File: src/common/tx_filter_map.vh
`ifndef TX_FILTER_MAP_VH
`define TX_FILTER_MAP_VH
`define SEL_IN_TX_BIT        32
`define SEL_EXCL_ABORT_BIT   33
`define SEL_EVENT_LO         0
`define SEL_EVENT_HI         7
`define SEL_UMASK_LO         8
`define SEL_UMASK_HI         15
`define ELISION_ABORT_CODE   8'hC8
`define RESTRICT_ABORT_CODE  8'hC9
`define ABORT_UMASK          8'h04
`define ABW_CYC_HI           31
`define ABW_ELISION          32
`define ABW_RESTRICT         33
`define ABW_INSTR            34
`define ABW_NON_INSTR        35
`define ABW_RETRY            36
`define ABW_CONFLICT         37
`define ABW_CAP_WR           38
`define ABW_CAP_RD           39
`define ABW_RSVD_W           24
`define ABW_CYC_LO           0
`define NUM_SEL              4
`define ZERO64               64'h0000000000000000
`define ZERO32               32'h00000000
`define CYC_STEP             32'h00000001
`define COUNTER_TWO_IDX      2'h2
`define REC_RESUME_OFS       8'h08
`define REC_TRIG_IP_OFS      8'hB0
`define REC_ABORT_OFS        8'hB8
`define COUNTER_TWO          2
`endif

File: src/design/transactional_event_filter.v
`timescale 1ns/1ns
`include "tx_filter_map.vh"
module transactional_event_filter #(
  parameter CNT_W = 48
) (
  input  wire             clk,
  input  wire             arst_n,
  input  wire [1:0]       sel_idx,
  input  wire             sel_we,
  input  wire [63:0]      sel_wdata,
  output reg  [63:0]      event_select_register,
  input  wire             tx_support,
  input  wire             region_begin,
  input  wire             region_commit,
  input  wire             region_abort,
  input  wire             region_elision,
  input  wire [63:0]      region_resume_ip,
  input  wire [3:0]       event_in,
  input  wire             abort_instr,
  input  wire             abort_retry,
  input  wire             abort_conflict,
  input  wire             abort_cap_wr,
  input  wire             abort_cap_rd,
  input  wire [63:0]      retire_ip,
  input  wire [3:0]       sample_req,
  output wire             abort_request,
  output reg  [4*CNT_W-1:0] counters,
  output reg              record_valid,
  output reg  [63:0]      record_resume_ip,
  output reg  [63:0]      record_trig_ip,
  output reg  [63:0]      record_abort_info,
  output reg              restart_elided,
  output reg              go_fallback
);

// ----------------------------------------------------------------
// Local sizes
// ----------------------------------------------------------------
localparam NCNT  = `NUM_SEL;
localparam CYC_W = `ABW_CYC_HI - `ABW_CYC_LO + 1;

// ----------------------------------------------------------------
// Select registers and region state
// ----------------------------------------------------------------
reg  [63:0]        sel_reg [0:NCNT-1];
reg                in_region_reg;
reg                in_region_next;
reg  [CYC_W-1:0]   cyc_reg;
reg  [CYC_W-1:0]   cyc_next;
reg  [CNT_W-1:0]   snap_reg;
reg  [CNT_W-1:0]   snap_next;
reg                sample_pend_reg;
reg                sample_pend_next;
reg  [63:0]        pend_ip_reg;
reg  [63:0]        pend_ip_next;
reg  [4*CNT_W-1:0] counters_next;
reg  [NCNT-1:0]    abort_samp;
reg                record_fire;
reg                restart_next;
reg                fallback_next;
reg  [63:0]        resume_next;
reg  [63:0]        abort_info_next;
reg  [63:0]        trig_ip_next;
wire               any_sample;
wire               aborting;
integer            i;
integer            k;
integer            n;

// ----------------------------------------------------------------
// Helper functions
// ----------------------------------------------------------------
// Select word names one of the two abort events
function is_abort_event;
  input [63:0] s;
  begin
    is_abort_event = (s[`SEL_UMASK_HI:`SEL_UMASK_LO] == `ABORT_UMASK) &&
      (s[`SEL_EVENT_HI:`SEL_EVENT_LO] == `ELISION_ABORT_CODE ||
       s[`SEL_EVENT_HI:`SEL_EVENT_LO] == `RESTRICT_ABORT_CODE);
  end
endfunction

// Counter increment by one
function [CNT_W-1:0] bump;
  input [CNT_W-1:0] v;
  begin
    bump = v + {{CNT_W-1{1'b0}}, 1'b1};
  end
endfunction

// Event passes the in-region filter
function passes_filter;
  input [63:0] s;
  input        ev;
  input        in_reg;
  begin
    // In-region-only drops events outside regions
    passes_filter = ev && (!s[`SEL_IN_TX_BIT] || in_reg);
  end
endfunction

// Select word as stored after a write
function [63:0] filter_write;
  input [63:0] d;
  input        sup;
  input [1:0]  idx;
  begin
    filter_write = d;
    // Filter bits only kept with transactional support
    filter_write[`SEL_IN_TX_BIT] = d[`SEL_IN_TX_BIT] & sup;
    filter_write[`SEL_EXCL_ABORT_BIT] = d[`SEL_EXCL_ABORT_BIT] & sup &
      (idx == `COUNTER_TWO_IDX);
  end
endfunction

// Abort information word
function [63:0] make_abort_word;
  input [CYC_W-1:0] cyc;
  input             elis;
  input             instr;
  input             retry;
  input             conflict;
  input             cap_wr;
  input             cap_rd;
  begin
    make_abort_word = `ZERO64;
    make_abort_word[`ABW_CYC_HI:`ABW_CYC_LO] = cyc;
    make_abort_word[`ABW_ELISION]   = elis;
    make_abort_word[`ABW_RESTRICT]  = ~elis;
    make_abort_word[`ABW_INSTR]     = instr;
    make_abort_word[`ABW_NON_INSTR] = ~instr;
    make_abort_word[`ABW_RETRY]     = retry;
    make_abort_word[`ABW_CONFLICT]  = conflict;
    make_abort_word[`ABW_CAP_WR]    = cap_wr;
    make_abort_word[`ABW_CAP_RD]    = cap_rd;
  end
endfunction

// Word left by a committed region
function [63:0] make_commit_word;
  input [CYC_W-1:0] cyc;
  begin
    make_commit_word = `ZERO64;
    make_commit_word[`ABW_CYC_HI:`ABW_CYC_LO] = cyc;
  end
endfunction

// ----------------------------------------------------------------
// Request decode
// ----------------------------------------------------------------
assign any_sample = |sample_req;
// Sampling inside a region forces the abort first
assign abort_request = in_region_reg &
                       (any_sample | sample_pend_reg);
assign aborting      = in_region_reg & (region_abort | abort_request);

// Select register readback
always @* begin
  event_select_register = sel_reg[sel_idx];
end

// Abort events that ask for a record
always @* begin
  for (i = 0; i < NCNT; i = i + 1)
    abort_samp[i] = event_in[i] & is_abort_event(sel_reg[i]);
end

// ----------------------------------------------------------------
// Select register write
// ----------------------------------------------------------------
always @(posedge clk or negedge arst_n) begin
  if (!arst_n) begin
    for (k = 0; k < NCNT; k = k + 1)
      sel_reg[k] <= `ZERO64;
  end else if (sel_we) begin
    sel_reg[sel_idx] <= filter_write(sel_wdata, tx_support,
                                     sel_idx);
  end
end

// ----------------------------------------------------------------
// Region tracking
// ----------------------------------------------------------------
always @* begin
  in_region_next = in_region_reg;
  cyc_next       = cyc_reg;
  snap_next      = snap_reg;
  if (region_begin && !in_region_reg) begin
    in_region_next = 1'b1;
    cyc_next       = `ZERO32;
    // Counter two value to restore on abort
    snap_next      = counters[`COUNTER_TWO*CNT_W +: CNT_W];
  end else if (in_region_reg) begin
    cyc_next = cyc_reg + `CYC_STEP;
    if (aborting || region_commit)
      in_region_next = 1'b0;
  end
end

always @(posedge clk or negedge arst_n) begin
  if (!arst_n) begin
    in_region_reg <= 1'b0;
    cyc_reg       <= `ZERO32;
    snap_reg      <= {CNT_W{1'b0}};
  end else begin
    in_region_reg <= in_region_next;
    cyc_reg       <= cyc_next;
    snap_reg      <= snap_next;
  end
end

// ----------------------------------------------------------------
// Counters and filtering
// ----------------------------------------------------------------
always @* begin
  counters_next = counters;
  for (n = 0; n < NCNT; n = n + 1) begin
    if (passes_filter(sel_reg[n], event_in[n], in_region_reg))
      counters_next[n*CNT_W +: CNT_W] = bump(counters[n*CNT_W +: CNT_W]);
  end
  // Abort restores counter two to its value at region begin when its exclusion bit is set
  if (aborting && sel_reg[`COUNTER_TWO][`SEL_EXCL_ABORT_BIT])
    counters_next[`COUNTER_TWO*CNT_W +: CNT_W] = snap_reg;
end

always @(posedge clk or negedge arst_n) begin
  if (!arst_n) begin
    counters <= {4*CNT_W{1'b0}};
  end else begin
    counters <= counters_next;
  end
end

// ----------------------------------------------------------------
// Sampling control
// ----------------------------------------------------------------
always @* begin
  sample_pend_next = sample_pend_reg;
  pend_ip_next     = pend_ip_reg;
  record_fire      = 1'b0;
  if (aborting) begin
    // Record waits until the abort has taken place
    if (any_sample || sample_pend_reg || |abort_samp) begin
      sample_pend_next = 1'b1;
      if (any_sample)
        pend_ip_next = retire_ip;
    end
  end else if (sample_pend_reg || any_sample || |abort_samp) begin
    sample_pend_next = 1'b0;
    record_fire      = 1'b1;
  end
end

always @(posedge clk or negedge arst_n) begin
  if (!arst_n) begin
    sample_pend_reg <= 1'b0;
    pend_ip_reg     <= `ZERO64;
  end else begin
    sample_pend_reg <= sample_pend_next;
    pend_ip_reg     <= pend_ip_next;
  end
end

// ----------------------------------------------------------------
// Record next values
// ----------------------------------------------------------------
always @* begin
  restart_next    = aborting & region_elision;
  fallback_next   = aborting & ~region_elision;
  resume_next     = record_resume_ip;
  abort_info_next = record_abort_info;
  trig_ip_next    = record_trig_ip;
  if (aborting) begin
    resume_next     = region_resume_ip;
    abort_info_next = make_abort_word(cyc_reg, region_elision,
      abort_instr, abort_retry, abort_conflict, abort_cap_wr,
      abort_cap_rd);
  end else if (region_commit && in_region_reg) begin
    abort_info_next = make_commit_word(cyc_reg);
  end
  if (record_fire)
    trig_ip_next = sample_pend_reg ? pend_ip_reg : retire_ip;
end

// ----------------------------------------------------------------
// Sampling record
// ----------------------------------------------------------------
always @(posedge clk or negedge arst_n) begin
  if (!arst_n) begin
    record_valid      <= 1'b0;
    record_resume_ip  <= `ZERO64;
    record_trig_ip    <= `ZERO64;
    record_abort_info <= `ZERO64;
    restart_elided    <= 1'b0;
    go_fallback       <= 1'b0;
  end else begin
    record_valid      <= record_fire;
    record_resume_ip  <= resume_next;
    record_trig_ip    <= trig_ip_next;
    record_abort_info <= abort_info_next;
    restart_elided    <= restart_next;
    go_fallback       <= fallback_next;
  end
end
endmodule

File: config.mk
export PLATFORM = sky130hd
export DESIGN_NAME = transactional_event_filter
export DESIGN_NICKNAME = d
export VERILOG_FILES = /design/src/design/transactional_event_filter.v
export VERILOG_INCLUDE_DIRS = /design/src /design/src/common
export SDC_FILE = /design/constraint.sdc
export NUM_CORES = 1
export LEC_CHECK = 0
export BUFFER_PORTS_ARGS = -buffer_cell sky130_fd_sc_hd__buf_2
export CORE_UTILIZATION = 25
export DETAILED_ROUTE_END_ITERATION = 12
export SLEW_MARGIN = 20
export SYNTH_ARGS = -nofsm -noshare
export SYNTH_HDL_FRONTEND = slang
export SYNTH_SLANG_ARGS = --single-unit
File: constraint.sdc
create_clock -name clk -period 4.6 [get_ports clk]
set_clock_uncertainty 0.2 [all_clocks]
set_input_delay 1.38 -clock clk [delete_from_list [all_inputs] [get_ports clk]]
set_output_delay 1.38 -clock clk [all_outputs]
set_load 0.02 [all_outputs]
# Yosys cells after proc, flatten, opt, wreduce, memory -nomap -nowiden
# Index checks and enable logic that the tools add are counted.
# word_totals
reg_bits	789
inputBits	215
out_inout_bits	452
word_cells	110
# classes
addsub	5
order_cmp	2
n_eq_ne	13
n_mux	21
bitwise_logic	16
n_reduce_logical	34
# ops
op	count
2-to-1 mux 64 bit	6
bitwise mux 256 bit	1
adder 48 x 1 -> 48 bit, second input constant	4
binary-select mux 64 bit (select 2 bit)	1
demux 64 bit (select 2 bit)	1
2-to-1 mux 48 bit	2
equality test 8 bit, second input constant	8
2-to-1 mux 32 bit	2
adder 32 x 1 -> 32 bit, second input constant	1
equality test 8 x 3 -> 1 bit, second input constant	4
logical AND 1 bit	12
bitwise AND 1 bit	11
logical OR 1 bit	11
2-to-1 mux 1 bit	8
OR reduction 4 bit	2
nonzero test 2 bit	3
logical NOT 1 bit	5
>= comparator 3 bit, second input constant	1
< comparator 3 x 1 -> 1 bit, second input constant	1
inverter 2 -> 3 bit	1
AND reduction 3 bit	1
equality test 2 bit, second input constant	1
inverter 1 bit	2
bitwise OR 1 bit	2

# Logic depth before layout (Yosys ltp)
# Gate-level depths: netlist (run 1).
# logic_depth
depth_word	9
mapped_depth	9
depth_no_buf	6

# Worst setup path before layout (run 1)
# No wires, ideal clock.
# synth_path
path_kind	input-to-output
start	input port sel_idx[0]
end	output port event_select_register[10]
arrival_ns	2.941
required_ns	3.020
setup_slack_ns	0.079
stages	3
n_path_buf	2
path_cell_list	buf_1 buf_1 mux4_2
# synth_between
elab_chain_len	4
# synth_rtl
item	line	text
from (decl)	transactional_event_filter.v:8	input wire [1:0] sel_idx,
inverter 2 -> 3 bit (implied by the code)	transactional_event_filter.v:159	event_select_register = sel_reg[sel_idx];
binary-select mux 64 bit (select 2 bit)	transactional_event_filter.v:159	
2-to-1 mux 64 bit (implied by the code) (2 in series)	transactional_event_filter.v:159	
to (decl)	transactional_event_filter.v:11	output reg [63:0] event_select_register,
# Every way passes these cells. The select of a mux whose other input is x is not followed.

# Worst setup path in the final report (run 1)
# layout_path
start	input port sel_idx[0]
end	output port event_select_register[2]
# Same word-level chain as after synthesis.

==> metrics, run 1 <==
setup TNS 0 ns; CTS tree built; # IOs 667; Yosys reg bits between 700 and 800; worst-margin pin slew between 1 and 1.5 ns; grt peak-use layer met2; kind of cell adding the most delay to the critical path buffers and inverters; Synthesis Warnings 0; residual DRC count 0; Cell Chain, Critical Path buf_4 -> buf_12 -> mux4_2 -> buf_2; Mean Syn Cell Area about 13 um^2; DR iter-0 viols around 1,300; Final ANT Viol Nets 0; total power 0.0238 W; Main synth FF type dfrtp_1; Bufs on Longest Clock Path 3; max-cap violation count 0; global-route track usage on met3 0.0547; Routed Wire Length roughly 100,000 um; GR Layer Usage met2 0.225; Remaining Overflow, GRT 0; clk slew on worst S/H paths ~0.06 ns; gpl congestion 0.849; Max Slew Vio Count 0; Starting Density 0.253; WL/cell 19.6 um; top-count cell post-synth dfrtp_1; layout cells sized above 1 0.421; crit path kind in2out; top cell type by total area after synthesis dfrtp_1; status complete, no violations; hold_ws approximately 0.26 ns; Total GRT Usage 0.146; Row Count 133; Finished Cell Area 42,100 um^2; critical path data required time between 3 and 4 ns; CP Data Arrival Time approximately 2.8 ns; TritonRoute pass-1 iters 5; die area 135,000 um^2; CP max stage cell mux4_2; fraction of registers with async set or reset after synthesis 1.00; maximum operating frequency between 200 and 250 MHz; area of the core 132,000 um^2; power per standard cell area 565 nW/um^2; multi-input logic area around 14,000 um^2; die extent in y 367 um; min Tclk post-route ~4.4 ns; RSZ-0062 raised after global routing false; worst-skew pair later-pin latency 0.70 ns; CTS root buf clkbuf_16; Synth Cell Area between 30,000 and 40,000 um^2; initial antenna violation count 32; hold_buf cts 0; Sink Count around 770; crit-path max cell delay between 0.5 and 0.6 ns; LEAKAGE 19.3 nW; H-tree levels 3; Final nets 3,479; fin crit share 0.957; Critical Path Source Type primary input; final-report setup violation count 0; Post-synth EDFFs 0; Post-CTS Setup Inserts 0; post-synth top area share 0.575; placed inst area approximately 40,000 um^2; I/O Buffers 642; worst ir drop on vdd ~0.32 mV; Netlist cell types 55; TritonCTS Buffers 88; Slew headroom 0.288; Synth area leaders dfrtp_1, mux2_2, mux4_2; endpoints failing hold 0; via count roughly 23,000; Layout fillers between 10,000 and 15,000; Bufs and invs on worst path 3; met1 usage 0.187; worst hold path type reg2reg; most common library cells after synthesis dfrtp_1, mux2_2, nand2_1; internal reg-to-reg setup slack 1.64 ns; CP Max Fanout 21; Final HPWL DP approximately 73,000 um; post-CTS sizing 0; Vias per Instance ~4.6; FF+latch area 19,100 um^2; die width approximately 370 um; synth-to-layout area growth 26.5%; cell count after synthesis 2,575; pin count of the biggest net entering global routing ~110; vias in the first global route between 20,000 and 25,000; crit path capture type primary output; sequential share of the synthesized area 0.575; first-pass GRT wire length roughly 150,000 um
==> metal layers <==
| metal | vias to the layer above | routed length [um] | part of all wire |
|---|---|---|---|
| met5 | - | 230 | 0.0023 |
| met3 | 179 | 8850 | 0.089 |
| met1 | 11800 | 42600 | 0.43 |
| li1 | 10500 | - | - |
| met4 | 36 | 3050 | 0.031 |
| met2 | 729 | 45000 | 0.45 |
==> power by group <==
part	internal [W]	total, W	switching (W)	leakage [nW]
clock network	0.00443	0.00737	0.00294	1.50
logic	0.00289	0.00683	0.00394	8.32
registers	0.00841	0.00961	0.00120	9.50
==> stage by stage <==
step	cells	utilization	setup WS [ns]
global placement	4924	0.296	0.191
global route	5092	0.320	0.119
floorplan	2598	-	0.0793
CTS	5086	0.319	0.173
finish	5096	0.320	0.199
detailed placement	4924	0.296	0.172
==> cells by family (layout without fill, tap and decap cells) <==
kind of cell | after synthesis | count (layout) | share of synthesized area
other cells | 1 | 34 | 0.000113
compound gates | 122 | 122 | 0.0229
simple gates | 749 | 749 | 0.110
flops | 765 | 765 | 0.575
xor+xnor | 174 | 174 | 0.0457
buf+inv | 166 | 899 | 0.0232
fa+ha+maj | 5 | 5 | 0.00188
mux | 593 | 593 | 0.222
==> final timing paths <==
path | from | depth (start not counted) | endpoint
max in group asynchronous | arst_n | 2 | counters[146]$_DFFE_PN0P_
min in group asynchronous | arst_n | 1 | record_resume_ip[54]$_DFFE_PN0P_
worst min-delay path | counters[191]$_DFFE_PN0P_ | 1 | counters[191]$_DFFE_PN0P_
worst min register to register | counters[191]$_DFFE_PN0P_ | 1 | counters[191]$_DFFE_PN0P_
worst max register to register | counters[111]$_DFFE_PN0P_ | 5 | counters[132]$_DFFE_PN0P_
worst max-delay path | sel_idx[0] | 4 | event_select_register[2]
==> layout make-up <==
cell class                      instances  share of cell area
Clock buffer                          124              0.0610
Sequential cell                       765               0.455
Timing Repair Buffer                  712              0.0953
Multi-Input combinational cell       1667               0.322
Clock inverter                         38              0.0120
Antenna cell                           10            0.000594
Inverter                               25             0.00223
Tap cell                             1755              0.0521
==> cells in the final DEF, fill, tap and decap left out, drive strengths merged, types with 9 or more instances in the layout <==
cell type  instances
inv               29
clkinv            19
and2              22
mux4              64
dfrtp            765
o31ai             15
nor3              29
buf              712
a31oi             18
nor4b              9
diode             10
a22o               9
and4              18
nand2            336
nor2              75
or4               11
nand3             87
conb              24
bufinv             9
xnor2            105
and3              32
nand4             72
xor2              69
clkbuf           124
mux2             520
mux2i              9
or3               11
o21ai             60
nor4              22
Note: power is estimated with default switching activity, not from simulation.
==> inputs of run 2 (changes only) <==
PLACE_DENSITY = 0.43   (was not set)
==> metrics, run 2 (synthesized netlist as in run 1, its figures left out) <==
Final nets 3,490 (was 3,479); RSZ-0062 raised after global routing false (unchanged); crit-path max cell delay 0.54 ns (was 0.55 ns); fin crit share 0.936 (was 0.957); leading cell type in the layout, fill and taps excluded dfrtp_1 (unchanged); Post-CTS Setup Inserts 0 (unchanged); Bufs and invs on worst path 3 (unchanged); status complete, no violations (unchanged); RR Startpoint in_region_reg$_DFF_PN0_ (was counters[111]$_DFFE_PN0P_); residual DRC count 0 (unchanged); I/O Buffers 642 (unchanged); worst ir drop on vdd 0.434 mV (was 0.321 mV); CTS root buf clkbuf_16 (unchanged); clk slew on worst S/H paths 0.05 ns (was 0.06 ns); worst hold path type reg2reg (unchanged); Routed Wire Length 105,000 um (was 99,800 um); Bufs on Longest Clock Path 3 (unchanged); Row Count 133 (unchanged); hold_buf cts 0 (unchanged); CTS tree built (unchanged); worst hold path endpoint counters[191]$_DFFE_PN0P_ (unchanged); internal reg-to-reg setup slack 1.55 ns (was 1.64 ns); LEAKAGE 19.4 nW (was 19.3 nW); fin worst setup slack 0.294 ns (was 0.199 ns); first-pass GRT wire length 159,000 um (was 151,000 um); min Tclk post-route 4.31 ns (was 4.40 ns); launch point of the worst hold path counters[191]$_DFFE_PN0P_ (unchanged); crit path capture type primary output (unchanged); pin count of the biggest net entering global routing 78 (was 109); CP max stage cell mux4_2 (unchanged); critical path depth 4 (unchanged); power per standard cell area 570 nW/um^2 (was 565 nW/um^2); kind of cell adding the most delay to the critical path buffers and inverters (unchanged); placed cells 4,930 (was 4,924); vias in the first global route 23,600 (was 23,200); met3 wire len 7830 um (was 8850 um); pre-CTS WS 0.266 ns (was 0.172 ns); endpoints failing hold 0 (unchanged); CP Data Arrival Time 2.73 ns (was 2.82 ns); maximum operating frequency 232 MHz (was 227 MHz); area of the core 132,000 um^2 (unchanged); final-report setup violation count 0 (unchanged); TritonCTS Buffers 93 (was 88); die width 367 um (unchanged); synth-to-layout area growth 27.1% (was 26.5%); Slew headroom 0.223 (was 0.288); die area 135,000 um^2 (unchanged); Cell Chain, Critical Path buf_4 -> buf_12 -> mux4_2 -> buf_2 (unchanged); TritonRoute pass-1 iters 5 (unchanged); setup TNS 0 ns (unchanged); Non-Filler Instances 5,100 (was 5,096); H-tree levels 3 (unchanged); Starting Density 0.253 (unchanged); via count 23,000 (was 23,200); worst-margin pin slew 1.15 ns (was 1.07 ns); Final ANT Viol Nets 0 (unchanged); Final HPWL DP 76,100 um (was 73,200 um); WL/cell 20.5 um (was 19.6 um); Critical Path Source Type primary input (unchanged); gpl congestion 0.803 (was 0.849); critical path data required time 3.02 ns (about the same); M1 wire length 46,400 um (was 42,600 um); # IOs 667 (unchanged); Remaining Overflow, GRT 0 (unchanged); DR iter-0 viols 1,293 (was 1,348); Vias per Instance 4.51 (was 4.56); max-cap violation count 0 (unchanged); post-CTS sizing 0 (unchanged); Max Slew Vio Count 0 (unchanged); die extent in y 367 um (unchanged); CP Max Fanout 19 (was 21); layout cells sized above 1 0.420 (was 0.421); Max Used Layer met5 (unchanged); initial antenna violation count 25 (was 32); met2 wire length 47,900 um (was 45,000 um); R2R Path End counters[136]$_DFFE_PN0P_ (was counters[132]$_DFFE_PN0P_); Sink Count 765 (unchanged); crit path kind in2out (unchanged); Hold Path Depth 1 (unchanged); Total GRT Usage 0.155 (was 0.146); worst-skew pair later-pin latency 0.70 ns (about the same); most frequent cells in the layout dfrtp_1, buf_2, mux2_2, nand2_1, xnor2_1 (unchanged); r2r worst-path depth 6 (was 5)
run 2: changes by cell type in the layout (fill, tap and decap cells not counted), sizes merged:
cell      delta
clkinv       -8
clkbuf      +17
diode        -8
clkinvlp     -3
buf          +6
run 2: worst register-to-register path, delay by kind of cell (launching register included):
kind / cells / cell delay [ns]
and+or+nand+nor: 4 / 1.49
DFF: 1 / 0.85
AOI/OAI and AO/OA: 1 / 0.17
buffers and inverters: 1 / 0.28
run 2: through the flow:
step,hold slack (ns),util,area (um^2),power (W)
floorplan,0.241,-,33400,0.0138
global placement,0.254,0.297,39100,0.0166
detailed placement,0.256,0.297,39100,0.0167
CTS,0.270,0.321,42300,0.0246
global route,0.289,0.321,42300,0.0256
finish,0.267,0.321,42300,0.0241
run 2: per-layer routing:
layer	track usage	vias up
li1	-	10500
met1	0.205	11700
met2	0.240	648
met3	0.0496	155
met4	0.0462	32
met5	0	-
run 2: how the worst max path moves through the flow:
stage / to / from
final: event_select_register[51] / sel_idx[0]
after global routing: event_select_register[49] / sel_idx[0]
after CTS: event_select_register[51] / sel_idx[0]
after detailed placement: event_select_register[51] / sel_idx[0]
after global placement: event_select_register[60] / sel_idx[0]
after floorplan: event_select_register[10] / sel_idx[0]
run 2: where the power goes:
part	switching [W]	internal (W)	total, W
Combinational	0.00387	0.00295	0.00683
Sequential	0.00118	0.00841	0.00959
Clock	0.00305	0.00466	0.00771
run 2: area by class of cell:
class | count | area [um^2]
diodes | 2 | 5.00
clock buffers | 141 | 2770
clock inverters | 27 | 449
fillers | 13500 | 89400
inverters | 25 | 93.8
multi-input cells | 1667 | 13600
flip-flops and latches | 765 | 19100
well taps | 1755 | 2200
repair buffers | 718 | 4120
